File: config.mk
export PLATFORM = sky130hd
export DESIGN_NAME = pnp_card
export DESIGN_NICKNAME = d
export VERILOG_FILES = /design/src/hdl/pnp_card_pkg.sv /design/src/hdl/pnp_card.sv
export VERILOG_INCLUDE_DIRS = /design/src /design/src/hdl
export SDC_FILE = /design/constraint.sdc
export NUM_CORES = 1
export LEC_CHECK = 0
export BUFFER_PORTS_ARGS = -buffer_cell sky130_fd_sc_hd__buf_2
export CORE_UTILIZATION = 35
export DETAILED_ROUTE_END_ITERATION = 7
export SLEW_MARGIN = 20
export SYNTH_ARGS = -nofsm -noshare
export SYNTH_HDL_FRONTEND = slang
export SYNTH_SLANG_ARGS = --single-unit
File: constraint.sdc
create_clock -name aclk -period 4.2 [get_ports aclk]
set_input_delay 0.84 -clock aclk [delete_from_list [all_inputs] [get_ports aclk]]
set_output_delay 0.84 -clock aclk [all_outputs]
set_load 0.03 [all_outputs]
File: src/hdl/pnp_card_defs.svh
/*
 * Constants of the card-side Plug and Play isolation and resource logic.
 * Assumes the includer places these in a module or package scope.
 */
// Function
// - Four states: wait key, sleep, isolate, configure
// - Bus reset forces wait key, CSN zero
// - Wait-for-key command returns to wait key
// - Both CSN clear commands zero the CSN
// - 64-byte SRAM loaded byte-wise at F800H
// - Resource read returns byte, pointer advances one
// - Pointer at length wraps to resource start
// - Reset command asks reload, keeps CSN and state
// - Wait key ignores all Plug and Play accesses
// - Initiation key moves card to sleep
// - Wake zero in sleep starts isolation only for a card with CSN zero
// - Losers of 72 read pairs sleep
// - CSN write moves isolated card to configure
// - Wake zero sleeps configured, isolates CSN zero
// - Reset or any wake sets pointer 1
// - Resources only in configure; match wakes there
// - Isolation winner reads resource data first
// - Status bit0 clears on read, sets again
// - One bit drives 55H/AAH, else senses
// - Bytes shift least significant bit first
`ifndef PNP_CARD_DEFS_SVH
`define PNP_CARD_DEFS_SVH
// ISA fixed ports
`define ISA_ADDR_PORT 12'h279
`define ISA_WDATA_PORT 12'hA79
`define ISA_RD_LOW 2'h3
// Plug and Play register indices
`define IDX_SET_RD 8'h00
`define IDX_ISOLATE 8'h01
`define IDX_CFG_CTRL 8'h02
`define IDX_WAKE 8'h03
`define IDX_RES_DATA 8'h04
`define IDX_STATUS 8'h05
`define IDX_CSN 8'h06
// Configuration control bits
`define CTL_RESET 0
`define CTL_WAIT_KEY 1
`define CTL_CSN_CLR 2
`define CTL_VENDOR_CLR 3
// SRAM layout
`define SRAM_LEN_IDX 6'h00
`define SER_START 6'h01
`define RES_START 6'h0A
`define ISO_BITS 7'h48
`define PAT_FIRST 8'h55
`define PAT_SECOND 8'hAA
`define SHIFT_BITS 4'h8
// Register bus
`define REG_SRAM_PORT 16'hF800
`define REG_CTRL 16'hF804
`define REG_STATUS 16'hF808
`define RESP_OKAY 2'h0
`define RESP_SLVERR 2'h2
`endif

File: src/hdl/pnp_card_pkg.sv
/*
 * Types of the card-side Plug and Play logic.
 * Assumes pnp_card_defs.svh for the numbers.
 */
package pnp_card_pkg;
	// Card state, binary codes
	typedef enum logic [1:0] {
		st_wait_key = 2'h0,
		st_sleep = 2'h1,
		st_isolate = 2'h2,
		st_config = 2'h3
	} pnp_state_t;
	// ISA pin sample carried through the synchroniser
	typedef struct packed {
		logic ior_n;
		logic iow_n;
		logic [11:0] sa;
		logic [7:0] sd;
	} isa_pins_t;
endpackage : pnp_card_pkg

File: src/hdl/pnp_card.sv
/*
 * Card-side Plug and Play state machine, isolation and resource data.
 * Assumes an external initiation key comparator on aclk, ISA pins that are
 * asynchronous, and a microcontroller loading the SRAM over AXI4-Lite.
 */
`timescale 1ns/1ps
`include "pnp_card_defs.svh"
module pnp_card #(
	parameter int SRAM_DEPTH = 64
) (
	input wire logic aclk,
	input wire logic aresetn,
	// Register bus
	input wire logic [15:0] s_axi_awaddr,
	input wire logic s_axi_awvalid,
	output logic s_axi_awready,
	input wire logic [31:0] s_axi_wdata,
	input wire logic [3:0] s_axi_wstrb,
	input wire logic s_axi_wvalid,
	output logic s_axi_wready,
	output logic [1:0] s_axi_bresp,
	output logic s_axi_bvalid,
	input wire logic s_axi_bready,
	input wire logic [15:0] s_axi_araddr,
	input wire logic s_axi_arvalid,
	output logic s_axi_arready,
	output logic [31:0] s_axi_rdata,
	output logic [1:0] s_axi_rresp,
	output logic s_axi_rvalid,
	input wire logic s_axi_rready,
	// ISA pins
	input wire logic isa_ior_n,
	input wire logic isa_iow_n,
	input wire logic [11:0] isa_sa,
	input wire logic [7:0] isa_sd_in,
	output logic [7:0] isa_sd_out,
	output logic isa_sd_oe,
	// Pulse from the initiation key comparator
	input wire logic key_detected
);
	// Card state and handle
	pnp_card_pkg::pnp_state_t state, next_state;
	logic [7:0] csn;
	logic [7:0] pnp_idx;      // Selected register index
	logic [7:0] rd_port;      // READ_DATA port bits [9:2]
	logic load_done;          // Loader finished, card may answer
	logic [5:0] load_ptr;     // Loader write position
	logic [7:0] sram [SRAM_DEPTH];
	logic [5:0] ptr;          // Identifier/resource data pointer
	// Resource byte assembly
	logic ready;
	logic busy;
	logic [3:0] shift_cnt;
	logic [7:0] fetch;
	logic [7:0] res_byte;
	// Isolation progress
	logic [6:0] bit_cnt;
	logic phase;
	logic saw_first;

	// Two-stage synchroniser for the asynchronous ISA pins
	pnp_card_pkg::isa_pins_t pin_s1, pin_s2;
	logic ior_d, iow_d;
	always_ff @(posedge aclk) begin
		pin_s1 <= '{isa_ior_n, isa_iow_n, isa_sa, isa_sd_in};
		pin_s2 <= pin_s1;
	end
	// Strobe history for edge detection, stage two only
	always_ff @(posedge aclk) begin
		if (!aresetn) begin
			ior_d <= 1'b1;
			iow_d <= 1'b1;
		end else begin
			ior_d <= pin_s2.ior_n;
			iow_d <= pin_s2.iow_n;
		end
	end

	// Strobe decode; writes are taken at the trailing edge, where the data
	// has long settled
	wire active = load_done && (state != pnp_card_pkg::st_wait_key);
	wire wr_evt = !iow_d && pin_s2.iow_n;
	wire rd_beg = ior_d && !pin_s2.ior_n;
	wire rd_fin = !ior_d && pin_s2.ior_n;
	wire [7:0] wdata = pin_s2.sd;
	wire rd_hit = pin_s2.sa == {2'h0, rd_port, `ISA_RD_LOW};
	wire wr_addr = wr_evt && active && pin_s2.sa == `ISA_ADDR_PORT;
	wire wr_dat = wr_evt && active && pin_s2.sa == `ISA_WDATA_PORT;
	wire rd_start = rd_beg && active && rd_hit;
	wire rd_end = rd_fin && active && rd_hit;
	wire in_iso = state == pnp_card_pkg::st_isolate;
	wire in_cfg = state == pnp_card_pkg::st_config;
	wire cfg_wr = wr_dat && pnp_idx == `IDX_CFG_CTRL;
	wire wake_wr = wr_dat && pnp_idx == `IDX_WAKE;
	wire csn_wr = wr_dat && pnp_idx == `IDX_CSN && in_iso;
	wire setrd_wr = wr_dat && pnp_idx == `IDX_SET_RD && in_iso;
	wire wfk_cmd = cfg_wr && wdata[`CTL_WAIT_KEY];
	wire rst_cmd = cfg_wr && wdata[`CTL_RESET];
	wire csn_clr = cfg_wr &&
		(wdata[`CTL_CSN_CLR] || wdata[`CTL_VENDOR_CLR]);
	wire wake_match = wake_wr && wdata == csn;
	// Isolation reads
	wire iso_rd = pnp_idx == `IDX_ISOLATE && in_iso &&
		bit_cnt != `ISO_BITS;
	wire [5:0] ser_addr = `SER_START + {2'h0, bit_cnt[6:3]};
	wire iso_bit = sram[ser_addr][bit_cnt[2:0]];
	wire iso_lose = rd_end && iso_rd && phase && !iso_bit && saw_first &&
		pin_s2.sd[1:0] == 2'h2;
	// Resource reads
	wire res_rd = rd_start && in_cfg && pnp_idx == `IDX_RES_DATA;
	wire [7:0] data_len = sram[`SRAM_LEN_IDX];
	wire at_len = {2'h0, ptr} == data_len;
	wire [5:0] ptr_step = at_len ? `RES_START : ptr + 6'h01;
	wire ptr_reload = wake_wr || csn_wr;

	// Card state transitions
	always_comb begin
		next_state = state;
		if (wfk_cmd) begin
			next_state = pnp_card_pkg::st_wait_key;
		end else begin
			unique case (state)
				pnp_card_pkg::st_wait_key: begin
					if (key_detected)
						next_state = pnp_card_pkg::st_sleep;
				end
				pnp_card_pkg::st_sleep: begin
					// Zero CSN isolates, a real CSN selects
					if (wake_match && csn == 8'h00)
						next_state = pnp_card_pkg::st_isolate;
					else if (wake_match)
						next_state = pnp_card_pkg::st_config;
				end
				pnp_card_pkg::st_isolate: begin
					if (csn_wr)
						next_state = pnp_card_pkg::st_config;
					else if (iso_lose || (wake_wr && !wake_match))
						next_state = pnp_card_pkg::st_sleep;
				end
				pnp_card_pkg::st_config: begin
					if (wake_wr && !wake_match)
						next_state = pnp_card_pkg::st_sleep;
				end
			endcase
		end
	end

	// State register, cleared by the bus reset
	always_ff @(posedge aclk) begin
		if (!aresetn)
			state <= pnp_card_pkg::st_wait_key;
		else
			state <= next_state;
	end

	// Card select number; an assignment in the same write wins over nothing
	// else since both commands cannot share one write
	always_ff @(posedge aclk) begin
		if (!aresetn)
			csn <= 8'h00;
		else if (csn_wr)
			csn <= wdata;
		else if (csn_clr)
			csn <= 8'h00;
	end

	// Register index and READ_DATA location
	always_ff @(posedge aclk) begin
		if (!aresetn) begin
			pnp_idx <= 8'h00;
			rd_port <= 8'h00;
		end else begin
			if (wr_addr)
				pnp_idx <= wdata;
			if (setrd_wr)
				rd_port <= wdata;
		end
	end

	// Data pointer; wake wins over an advance in the same cycle
	always_ff @(posedge aclk) begin
		if (!aresetn)
			ptr <= `SER_START;
		else if (wake_wr)
			ptr <= `SER_START;
		else if (csn_wr)
			ptr <= `RES_START;
		else if (res_rd && ready)
			ptr <= ptr_step;
	end

	// Byte assembly: fetch the byte at the pointer and shift it in over
	// eight cycles; a read clears ready until the next byte is complete
	always_ff @(posedge aclk) begin
		if (!aresetn || ptr_reload || (res_rd && ready)) begin
			ready <= 1'b0;
			busy <= 1'b0;
			shift_cnt <= 4'h0;
		end else if (!ready && !busy && in_cfg) begin
			busy <= 1'b1;
			shift_cnt <= 4'h0;
			fetch <= sram[ptr];
		end else if (busy) begin
			res_byte <= {fetch[shift_cnt[2:0]], res_byte[7:1]};
			shift_cnt <= shift_cnt + 4'h1;
			if (shift_cnt == `SHIFT_BITS - 4'h1) begin
				busy <= 1'b0;
				ready <= 1'b1;
			end
		end
	end

	// Isolation sequencing: decisions at the end of each read, when the
	// other cards' data has certainly settled on the bus
	always_ff @(posedge aclk) begin
		if (!aresetn || wake_wr) begin
			bit_cnt <= 7'h00;
			phase <= 1'b0;
			saw_first <= 1'b0;
		end else if (rd_end && iso_rd) begin
			phase <= !phase;
			if (!phase)
				saw_first <= !iso_bit && pin_s2.sd[1:0] == 2'h1;
			else if (!iso_lose)
				bit_cnt <= bit_cnt + 7'h01;
		end
	end

	// ISA read data: driven from the read's start until the strobe ends
	always_ff @(posedge aclk) begin
		if (!aresetn || rd_fin) begin
			isa_sd_oe <= 1'b0;
			isa_sd_out <= 8'h00;
		end else if (rd_start && iso_rd) begin
			// A zero bit floats the bus and senses the others
			isa_sd_oe <= iso_bit;
			isa_sd_out <= phase ? `PAT_SECOND : `PAT_FIRST;
		end else if (res_rd) begin
			isa_sd_oe <= 1'b1;
			isa_sd_out <= res_byte;
		end else if (rd_start && in_cfg && pnp_idx == `IDX_STATUS) begin
			isa_sd_oe <= 1'b1;
			isa_sd_out <= {7'h00, ready};
		end else if (rd_start && in_cfg && pnp_idx == `IDX_CSN) begin
			isa_sd_oe <= 1'b1;
			isa_sd_out <= csn;
		end
	end

	// Register bus: write address and data held until both arrive
	logic aw_held, w_held;
	logic [15:0] aw_addr;
	logic [7:0] w_byte;
	logic w_lane0;
	assign s_axi_awready = !aw_held && !s_axi_bvalid;
	assign s_axi_wready = !w_held && !s_axi_bvalid;
	assign s_axi_arready = !s_axi_rvalid;
	wire do_wr = aw_held && w_held && !s_axi_bvalid;
	wire wr_sram = do_wr && aw_addr == `REG_SRAM_PORT;
	wire wr_ctrl = do_wr && aw_addr == `REG_CTRL;
	wire wr_ok = wr_sram || wr_ctrl;
	wire [31:0] status_word = {8'h00, 2'h0, ptr, csn, 5'h00, ready, state};
	wire rd_ok = s_axi_araddr == `REG_SRAM_PORT ||
		s_axi_araddr == `REG_CTRL || s_axi_araddr == `REG_STATUS;
	wire [31:0] rd_word = s_axi_araddr == `REG_SRAM_PORT ?
		{26'h0, load_ptr} : s_axi_araddr == `REG_CTRL ?
		{31'h0, load_done} : s_axi_araddr == `REG_STATUS ?
		status_word : 32'h0;

	// Write channel capture and response
	always_ff @(posedge aclk) begin
		if (!aresetn) begin
			aw_held <= 1'b0;
			w_held <= 1'b0;
			s_axi_bvalid <= 1'b0;
			s_axi_bresp <= `RESP_OKAY;
		end else begin
			if (s_axi_awvalid && s_axi_awready) begin
				aw_held <= 1'b1;
				aw_addr <= s_axi_awaddr;
			end
			if (s_axi_wvalid && s_axi_wready) begin
				w_held <= 1'b1;
				w_byte <= s_axi_wdata[7:0];
				w_lane0 <= s_axi_wstrb[0];
			end
			if (do_wr) begin
				aw_held <= 1'b0;
				w_held <= 1'b0;
				s_axi_bvalid <= 1'b1;
				s_axi_bresp <= wr_ok ? `RESP_OKAY : `RESP_SLVERR;
			end else if (s_axi_bready) begin
				s_axi_bvalid <= 1'b0;
			end
		end
	end

	// Read channel
	always_ff @(posedge aclk) begin
		if (!aresetn) begin
			s_axi_rvalid <= 1'b0;
			s_axi_rdata <= 32'h0;
			s_axi_rresp <= `RESP_OKAY;
		end else if (s_axi_arvalid && s_axi_arready) begin
			s_axi_rvalid <= 1'b1;
			s_axi_rdata <= rd_word;
			s_axi_rresp <= rd_ok ? `RESP_OKAY : `RESP_SLVERR;
		end else if (s_axi_rready) begin
			s_axi_rvalid <= 1'b0;
		end
	end

	// Loader port: one byte per write at an auto-advancing position, so the
	// order of writes is the SRAM layout
	always_ff @(posedge aclk) begin
		if (wr_sram && w_lane0)
			sram[load_ptr] <= w_byte;
	end
	// Loader position and done flag; a reset command asks for a reload
	always_ff @(posedge aclk) begin
		if (!aresetn || rst_cmd) begin
			load_ptr <= 6'h00;
			load_done <= 1'b0;
		end else begin
			if (wr_sram && w_lane0)
				load_ptr <= load_ptr + 6'h01;
			if (wr_ctrl && w_lane0)
				load_done <= w_byte[0];
		end
	end
endmodule : pnp_card

==> results of run 1 <==
## per-layer routing
metal | wire [µm] | vias up | track usage, %
met1 | 28700 | 8024 | 22.3
met2 | 33500 | 568 | 27.8
met5 | 0 | - | 0
li1 | - | 6733 | -
met3 | 4480 | 107 | 3.18
met4 | 1620 | 0 | 5.19
## cell type report
class	count	area, µm²	share of cell area [%]
Clock buffer	89	1940	5.88
Clock inverter	39	475	1.44
Inverter	14	52.6	0.159
Multi-Input combinational cell	794	8420	25.5
Sequential cell	688	19300	58.6
Tap cell	1050	1310	3.99
Timing Repair Buffer	218	1450	4.39
## worst max-delay path, stage by stage (launching register included)
cell and delay (ns):
dfxtp_1 0.39, ha_4 0.64, buf_4 0.41, mux4_2 0.56, o21ai_0 0.21, a31oi_1 0.17, o22a_1 0.29, a311oi_4 0.39
nor4b_4 0.12, a21o_1 0.20, a21oi_1 0.14
## logic make-up after synthesis
logic type | synth area share, %
other | 0.0133
multiplexers | 18.2
flip-flops | 68.5
buffers and inverters | 1.87
AO/OA/AOI/OAI | 3.22
AND/OR/NAND/NOR | 6.43
XOR/XNOR | 1.24
adder cells (fa/ha/maj) | 0.444
## state kept, by name (all words and copies together) (netlist names), 2 cells and up
signal       count
aw_addr         16
bit_cnt          7
csn              8
fetch            8
isa_sd_out       8
load_ptr         6
pin_s1          22
pin_s2          14
pnp_idx          8
ptr              6
rd_port          8
res_byte         8
s_axi_rdata     20
shift_cnt        4
sram           512
state            2
w_byte           8
wdata            8
## Yosys cell counts (all sizes together), types with 13 or more instances
library cell  instances  share of area (%)
mux4                207                 17
xnor2                24               0.81
nand3                29               0.53
nor4                 13               0.31
nand2                60               0.80
o21ai                16               0.28
dfxtp               135                9.6
mux2i                39                1.4
xor2                 13               0.43
a21oi                35               0.64
clkbuf               50               0.68
nor2b                52                1.2
a22oi                27               0.72
edfxtp              553                 59
buf                  44                1.0
nor2                120                1.6
inv                  13               0.17
## worst paths after layout
| path | startpoint | endpoint | slack [ns] | depth (start not counted) |
|---|---|---|---|---|
| max | bit_cnt[4]$_SDFFE_PP0P_ | bit_cnt[3]$_SDFFE_PP0P_ | 0.56 | 10 |
| min | isa_sa[2] | pin_s1[10]$_DFF_P_ | 0.32 | 1 |
| max reg2reg | bit_cnt[4]$_SDFFE_PP0P_ | bit_cnt[3]$_SDFFE_PP0P_ | 0.56 | 10 |
| min reg2reg | pin_s1[11]$_DFF_P_ | pin_s2[11]$_DFF_P_ | 0.33 | 0 |
## where the power goes
| group | internal, mW | total (mW) | switching (mW) | leakage, nW |
|---|---|---|---|---|
| clock network | 3.90 | 6.52 | 2.62 | 1.17 |
| logic | 0.0817 | 0.264 | 0.182 | 3.46 |
| registers | 7.38 | 7.41 | 0.0334 | 6.08 |
==> PnR_summary.wiki, run 1 <==
{| class="wikitable"
! Metric !! Value
|-
| Top Ports || about 150
|-
| Count of buffers added by post-CTS timing repair for setup || 0
|-
| Final design instance area without fill || 33,000 µm²
|-
| Initial antenna violation count || 0
|-
| Num CTS Buffers || 71
|-
| Slew HR || between 30% and 40%
|-
| Most frequent cells in the layout || 553 x edfxtp_1, 205 x mux4_2, 131 x dfxtp_1, 120 x nor2_1
|-
| Pin slew with the least headroom to its limit || 1.04 ns
|-
| Utilization after layout || between 40 and 50%
|-
| Endpoint kind of the worst setup timing path || register
|-
| Number of cells in the design after placement || 2,764
|-
| Core Box Area || ~80,000 µm²
|-
| Total routing resource utilization after global routing || approximately 17%
|-
| Horizontal extent of the die || 286 µm
|-
| Drc violations || 0
|-
| Post-synthesis async set-or-reset flop share || 0%
|-
| Length of the first detailed-routing pass in iterations || 5
|-
| Rows || 103
|-
| TritonCTS clock tree || yes
|-
| Sequential element share of the synthesized area || 68.5%
|-
| Final period util || 86.6%
|-
| Synth Register Bits || slightly below 700
|-
| Root Buffer Master || clkbuf_16
|-
| Post-layout nets || 1,895
|-
| Largest driver fanout on the critical path || 27
|-
| Flip-flop cell with the highest count after synthesis || edfxtp_1
|-
| Cell area after synthesis || roughly 28,000 µm²
|-
| Commonest non-fill, non-tap cell in the layout || edfxtp_1
|-
| Initial core utilization || 35.5%
|-
| Synthesized netlist cell count || ~1,600
|-
| Number of endpoints failing setup at the final stage || 0
|-
| Area of the die || 81,600 µm²
|-
| Die height || 286 µm
|-
| CP Data Required Time || between 4 and 5 ns
|-
| Register clock-pin slew on the reported worst setup and hold paths || 0.06 ns
|-
| Share of layout cells above drive strength 1 || 30.6%
|-
| Worst Path Class, Setup || reg -> reg
|-
| Cts hold-fix bufs || 0
|-
| Setup ws final || 0.564 ns
|-
| RePlAce Congestion || 0.846
|-
| Placed wire-length estimate after detailed placement || 44.8 mm
|-
| Distinct cell type count of the synthesized netlist || 78
|-
| Non-filler cells, final || slightly below 3,000
|-
| Setup repair after global routing missed its margin || no
|-
| Count of fill cells added during filler insertion || 6,988
|-
| Setup Total Neg Slack || 0 ns
|-
| Critical path data arrival time || about 4.2 ns
|-
| Area Growth Syn to Fin || 17.0%
|-
| Yosys warnings || 0
|-
| IO buf count || 106
|-
| Sum of internal, switching and leakage power || between 10 and 15 mW
|-
| Detailed Route Iter0 Violations || around 1,200
|-
| Max Buffers Root-to-Sink || 3
|-
| Synth Area per Inst || 17.9 µm²
|-
| Pin count of the biggest net entering global routing || 66
|-
| Power Dens Cells || 431 nW/µm²
|-
| Worst-Skew Late Latency || 0.62 ns
|-
| Sum of routed wire length over all layers || 68.3 mm
|-
| Worst-case vdd ir drop || 285 µV
|-
| Antenna fix cells || 0
|-
| Startpoint type of the worst setup path || register
|-
| Period minus WS final || 3.64 ns
|-
| Number of enable flip-flop cells after synthesis || 553
|-
| H-tree depth || 3
|-
| Per-cell via count in the routed design || 5.34
|-
| Placed standard-cell area || 30,500 µm²
|-
| Number of hold-slack violations in the final timing report || 0
|-
| Maximum achievable frequency || 0.275 GHz
|-
| Number of global-route vias before repair || 15,700
|-
| Quantity of gates resized following cts || 0
|-
| Average wire length per cell after detail routing || 23.6 µm
|-
| Largest clock skew in the final design || between 0.02 and 0.025 ns
|-
| Antenna viol nets, final || 0
|-
| Final Slew Violations || 0
|-
| Run status || finished clean
|-
| WHS || 0.322 ns
|-
| Vias after detailed routing || approximately 15,000
|-
| Number of sinks driven by the clock tree || around 690
|-
| P_leak || 10.7 nW
|-
| Worst min-delay path category || in -> reg
|-
| Number of max-cap violations || 0
|-
| Sum of overflow across all layers after global routing || 0
|-
| DP Worst Slack || roughly 0.53 ns
|-
| Global-route wire length before repair || 102 mm
|}
(Power assumes the default switching activity.)
==> run 2, diff against run 1 <==
Clock period 4.2 ns to 3.3 ns, I/O delays scaled along.
==> PnR_summary.wiki, run 2 (synthesis results as in run 1) <==
{| class="wikitable"
! Metric !! Value
|-
| Horizontal extent of the die || 286 µm
|-
| Top Ports || 148
|-
| Area of the die || 81,600 µm²
|-
| Number of global-route vias before repair || 16,000
|-
| Setup ws final || just over 0.08 ns
|-
| Placed wire-length estimate after detailed placement || between 40 and 50 mm
|-
| Total routing resource utilization after global routing || 17.2%
|-
| Share of layout cells above drive strength 1 || 31.2%
|-
| TritonCTS clock tree || yes
|-
| Root Buffer Master || clkbuf_16
|-
| Sum of routed wire length over all layers || ~70 mm
|-
| Initial antenna violation count || 2
|-
| Vias after detailed routing || about 16,000
|-
| Worst-Skew Late Latency || 0.61 ns
|-
| Commonest non-fill, non-tap cell in the layout || edfxtp_1
|-
| Largest regs || sram: 512 flops, pin_s1: 22 flops, s_axi_rdata: 20 flops
|-
| Endpoint kind of the worst setup timing path || register
|-
| Number of max-cap violations || 0
|-
| Pin slew with the least headroom to its limit || between 0.9 and 1 ns
|-
| Average wire length per cell after detail routing || 23.9 µm
|-
| H-tree depth || 3
|-
| Run status || finished clean
|-
| Series of cell instances along the critical path || ha_4 -> buf_12 -> buf_4 -> mux4_2 -> mux4_2 -> a21oi_1 -> a32oi_2 -> nor3_2 -> buf_4 -> nor4b_4 -> a31o_1 -> a21oi_2
|-
| Post-layout nets || about 1,900
|-
| Worst-case vdd ir drop || 324 µV
|-
| Final Slew Violations || 0
|-
| Utilization after layout || 41.7%
|-
| Slew HR || roughly 40%
|-
| Setup repair after global routing missed its margin || no
|-
| Initial core utilization || 35.5%
|-
| Largest clock skew in the final design || 0.0203 ns
|-
| Worst min-delay path category || in -> reg
|-
| Power Dens Cells || 531 nW/µm²
|-
| Setup slack of the most critical reg-to-reg path || 0.08 ns
|-
| Startpoint type of the worst setup path || register
|-
| Rows || 103
|-
| Number of flip-flops under the largest register name || a little over 500
|-
| Number of sinks driven by the clock tree || between 600 and 700
|-
| Setup Total Neg Slack || 0 ns
|-
| Global-route wire length before repair || between 100 and 150 mm
|-
| Max Buffers Root-to-Sink || 3
|-
| Critical path data arrival time || 3.76 ns
|-
| Number of endpoints failing setup at the final stage || 0
|-
| Pin count of the biggest net entering global routing || 66
|-
| Number of hold-slack violations in the final timing report || 0
|-
| Core Box Area || 79,300 µm²
|-
| P_leak || 10.8 nW
|-
| Maximum achievable frequency || 0.311 GHz
|-
| Largest register by flop count || sram
|-
| Final period util || 97.5%
|-
| IO buf count || roughly 110
|-
| Length of the first detailed-routing pass in iterations || 5
|-
| RePlAce Congestion || 0.900
|-
| Detailed Route Iter0 Violations || 1,279
|-
| Num CTS Buffers || 72
|-
| Register clock-pin slew on the reported worst setup and hold paths || 0.06 ns
|-
| Slowest cell delay on critical path || 0.54 ns
|-
| Worst Path Class, Setup || reg -> reg
|-
| DP Worst Slack || ~0.026 ns
|-
| Family with the most delay on the worst path || multiplexers
|-
| Sum of overflow across all layers after global routing || 0
|-
| Period minus WS final || 3.22 ns
|-
| Most frequent cells in the layout || 553 x edfxtp_1, 205 x mux4_2, 132 x buf_4, 131 x dfxtp_1, 120 x nor2_1
|-
| CP Data Required Time || 3.84 ns
|-
| Sum of internal, switching and leakage power || 17.5 mW
|-
| Per-cell via count in the routed design || 5.35
|-
| Count of buffer and inverter cells on the critical path || 3
|-
| Die height || 286 µm
|-
| Count of fill cells added during filler insertion || a little over 7,000
|-
| Drc violations || 0
|-
| Largest driver fanout on the critical path || 11
|-
| Cell with the largest stage delay on the worst path || mux4_2
|-
| Antenna viol nets, final || 0
|-
| WHS || 0.156 ns
|-
| Cts hold-fix bufs || 0
|-
| Area Growth Syn to Fin || 17.2%
|}
## run 2: cell types whose count changed in the layout (fill, tap and decap cells not counted), moves of 2 or more
cell / change
clkbuf_1: +3
clkinv_2: -5
bufinv_16: -7
buf_4: +26
clkinv_1: +2
## run 2: stage by stage
step | cells | cell area [µm²]
6_report | 2918 | 33000
5_1_grt | 2917 | 33000
4_1_cts | 2917 | 33000
3_5_place_dp | 2788 | 30700
3_3_place_gp | 2788 | 30700
2_1_floorplan | 1590 | 28200
## run 2: path summary, 6_finish.rpt
path                           start                      end  cells after the start
max          bit_cnt[4]$_SDFFE_PP0P_  bit_cnt[5]$_SDFFE_PP0P_                     12
min                        isa_sa[4]       pin_s1[12]$_DFF_P_                      1
max reg2reg  bit_cnt[4]$_SDFFE_PP0P_  bit_cnt[5]$_SDFFE_PP0P_                     12
min reg2reg       pin_s1[11]$_DFF_P_       pin_s2[11]$_DFF_P_                      0
## run 2: worst reg2reg max path: cells and delay by family (launching register included)
family	cells	cell delay (ns)
mux	2	1.04
compound gates	4	0.75
buf+inv	3	0.46
flops	1	0.34
fa+ha+maj	1	0.31
simple gates	2	0.26
## run 2: metal layers
metal | wire length, µm | GRT usage, % | vias up | part of all wire, %
li1 | - | - | 6777 | -
met1 | 29300 | 22.8 | 8159 | 42
met2 | 34500 | 28.6 | 549 | 49
met3 | 4150 | 3.05 | 118 | 5.9
met4 | 1850 | 5.63 | 0 | 2.7
met5 | 0 | 0 | - | 0
## run 2: area by class of cell
class | count | area [µm²] | area share (%)
Timing Repair Buffer | 246 | 1670 | 5.07
Tap cell | 1050 | 1310 | 3.98
Inverter | 14 | 52.6 | 0.159
Sequential cell | 688 | 19300 | 58.5
Antenna cell | 1 | 2.50 | 0.00758
Clock inverter | 32 | 269 | 0.815
Clock buffer | 93 | 1970 | 5.98
Multi-Input combinational cell | 794 | 8420 | 25.5
## run 2: what timing repair did
item / in CTS / in global routing
gates resized for setup: 0 / 2
buffers inserted: 4 / 0
pin swaps: 1 / 1
endpoints found under the setup margin: 1 / 6
endpoints found under the hold margin: 0 / 0
## run 2: where the power goes
group          internal, mW  switching [mW]  total [mW]
clock network          4.47            3.29        7.76
registers              9.39          0.0434        9.43
logic                 0.109           0.236       0.345
==> run 3, diff against run 2 <==
Settings changed: CELL_PAD_IN_SITES_DETAIL_PLACEMENT set to 1, CELL_PAD_IN_SITES_GLOBAL_PLACEMENT set to 1, PLACE_DENSITY_LB_ADDON set to 0.1.
==> PnR_summary.wiki, run 3 (synthesis results as in run 1) <==
{| class="wikitable"
! Metric !! Value
|-
| Run status || finished clean
|-
| Drc violations || 0
|-
| Initial core utilization || 35.5%
|-
| Number of hold-slack violations in the final timing report || 0
|-
| Detailed Route Iter0 Violations || around 1,000
|-
| Vias after detailed routing || 15,300
|-
| Worst Path Class, Setup || reg -> reg
|-
| Rows || between 100 and 150
|-
| Cell with the largest stage delay on the worst path || mux4_2
|-
| Number of max-cap violations || 0
|-
| Endpoint kind of the worst setup timing path || register
|-
| P_leak || 11.0 nW
|-
| Area of the die || 81,600 µm²
|-
| Number of sinks driven by the clock tree || 688
|-
| Startpoint type of the worst setup path || register
|-
| Top Ports || 148
|-
| Slowest cell delay on critical path || 0.52 ns
|-
| Register clock-pin slew on the reported worst setup and hold paths || 0.06 ns
|-
| Core Box Area || 79,300 µm²
|-
| Antenna fix cells || 0
|-
| Slew HR || 48.1%
|-
| IO buf count || between 100 and 150
|-
| WHS || 0.137 ns
|-
| TritonCTS clock tree || yes
|-
| Largest clock skew in the final design || ~0.015 ns
|-
| Final period util || 96.9%
|-
| Antenna viol nets, final || 0
|-
| Max Buffers Root-to-Sink || 3
|-
| Area Growth Syn to Fin || 19.1%
|-
| Die height || 286 µm
|-
| Total routing resource utilization after global routing || 18.9%
|-
| Power Dens Cells || between 500 and 600 nW/µm²
|-
| Share of layout cells above drive strength 1 || 32.4%
|-
| Num CTS Buffers || 79
|-
| Number of flip-flops under the largest register name || about 500
|-
| Utilization after layout || 42.3%
|-
| Series of cell instances along the critical path || ha_4 -> clkbuf_16 -> mux4_2 -> mux4_2 -> a21oi_2 -> buf_4 -> a32oi_2 -> nor3_2 -> buf_4 -> nor4b_4 -> a31o_1 -> a21oi_2
|-
| Sum of routed wire length over all layers || 76.2 mm
|-
| Family with the most delay on the worst path || multiplexers
|-
| Average wire length per cell after detail routing || 25.9 µm
|-
| Pin count of the biggest net entering global routing || 66
|-
| Worst-Skew Late Latency || 0.62 ns
|-
| Commonest non-fill, non-tap cell in the layout || edfxtp_1
|-
| H-tree depth || 3
|-
| Most frequent cells in the layout || 553 x edfxtp_1, 205 x mux4_2, 143 x buf_4, 129 x dfxtp_1, 120 x nor2_1
|-
| Horizontal extent of the die || 286 µm
|-
| Post-layout nets || 1,949
|-
| Number of global-route vias before repair || around 16,000
|-
| Largest driver fanout on the critical path || 6
|-
| CP Data Required Time || approximately 3.9 ns
|-
| Count of buffer and inverter cells on the critical path || 3
|-
| Largest register by flop count || sram
|-
| Root Buffer Master || clkbuf_16
|-
| Per-cell via count in the routed design || 5.20
|-
| RePlAce Congestion || 0.798
|-
| Largest regs || sram: 512 flops, pin_s1: 22 flops, s_axi_rdata: 20 flops
|-
| Setup Total Neg Slack || 0 ns
|-
| Pin slew with the least headroom to its limit || between 0.7 and 0.8 ns
|-
| Global-route wire length before repair || 113 mm
|-
| Number of endpoints failing setup at the final stage || 0
|-
| Length of the first detailed-routing pass in iterations || 5
|-
| Maximum achievable frequency || 0.313 GHz
|-
| Setup repair after global routing missed its margin || no
|-
| Placed wire-length estimate after detailed placement || around 50 mm
|-
| Final Slew Violations || 0
|-
| Worst-case vdd ir drop || approximately 390 µV
|-
| Initial antenna violation count || 5
|-
| Critical path data arrival time || ~3.8 ns
|-
| Worst min-delay path category || in -> reg
|-
| Period minus WS final || between 3 and 4 ns
|-
| Sum of overflow across all layers after global routing || 0
|}
==> run 3: cell types whose count changed in the layout (fill, tap and decap cells not counted), moves of 2 or more <==
cell,change
a21oi_1,-2
a21oi_2,+2
buf_12,+4
buf_4,+11
buf_6,+2
bufinv_16,+2
clkbuf_1,+4
clkbuf_16,+9
clkbuf_8,+4
clkinv_4,-2
clkinvlp_4,-5
dfxtp_1,-2
dfxtp_2,+2
==> run 3: power breakdown <==
group	switching (mW)	internal, mW	total [mW]
Sequential	0.0390	9.39	9.43
Clock	3.47	5.13	8.60
Combinational	0.245	0.118	0.363
==> run 3: stage by stage <==
stage / setup WS (ns) / cells / cell area (µm²) / power (mW)
floorplan: 0.143 / 1590 / 28200 / 9.81
global placement: -0.0520 / 2808 / 30900 / 9.97
global route: 0.00291 / 2948 / 33500 / 19.0
CTS: 0.0172 / 2949 / 33500 / 18.6
detailed placement: -0.0938 / 2808 / 30900 / 9.98
finish: 0.103 / 2948 / 33500 / 18.4
==> run 3: worst paths after layout <==
path                                              start                       to  slack, ns  depth (start not counted)
worst max-delay path            bit_cnt[3]$_SDFFE_PP0P_  bit_cnt[5]$_SDFFE_PP0P_       0.10                         12
worst min register to register       pin_s1[13]$_DFF_P_       pin_s2[13]$_DFF_P_       0.32                          0
worst min-delay path                       isa_sd_in[0]        pin_s1[0]$_DFF_P_       0.14                          1
worst max register to register  bit_cnt[3]$_SDFFE_PP0P_  bit_cnt[5]$_SDFFE_PP0P_       0.10                         12
==> run 3: final cells by class <==
| class | count | area, µm² |
|---|---|---|
| multi-input combinational | 794 | 8440 |
| clock inverter | 29 | 285 |
| inverter | 14 | 52.6 |
| sequential | 688 | 19300 |
| clock buffer | 109 | 2240 |
| fill | 7669 | 45700 |
| timing repair buffer | 264 | 1880 |
| tap | 1050 | 1310 |
==> run 3: repair_timing <==
item,4_1_cts,5_1_grt
resized for setup,1,12
setup endpoints to repair,10,17
buffers inserted,3,0
hold endpoints to repair,0,0
pin swaps,2,9
hold buffers,0,0
cloned,0,1
==> run 3: metal layers <==
metal / global-route usage, % / share of wire, %
met5: 0 / 0.035
met4: 5.15 / 2.3
met3: 3.25 / 4.0
met2: 31.3 / 49
met1: 25.7 / 45
==> run 3: worst register-to-register path, stage by stage, from the launching register on <==
cell,delay (ns)
dfxtp_2,0.34
ha_4,0.34
clkbuf_16,0.19
mux4_2,0.51
mux4_2,0.52
a21oi_2,0.20
buf_4,0.17
a32oi_2,0.13
nor3_2,0.16
buf_4,0.16
nor4b_4,0.06
a31o_1,0.25
a21oi_2,0.11
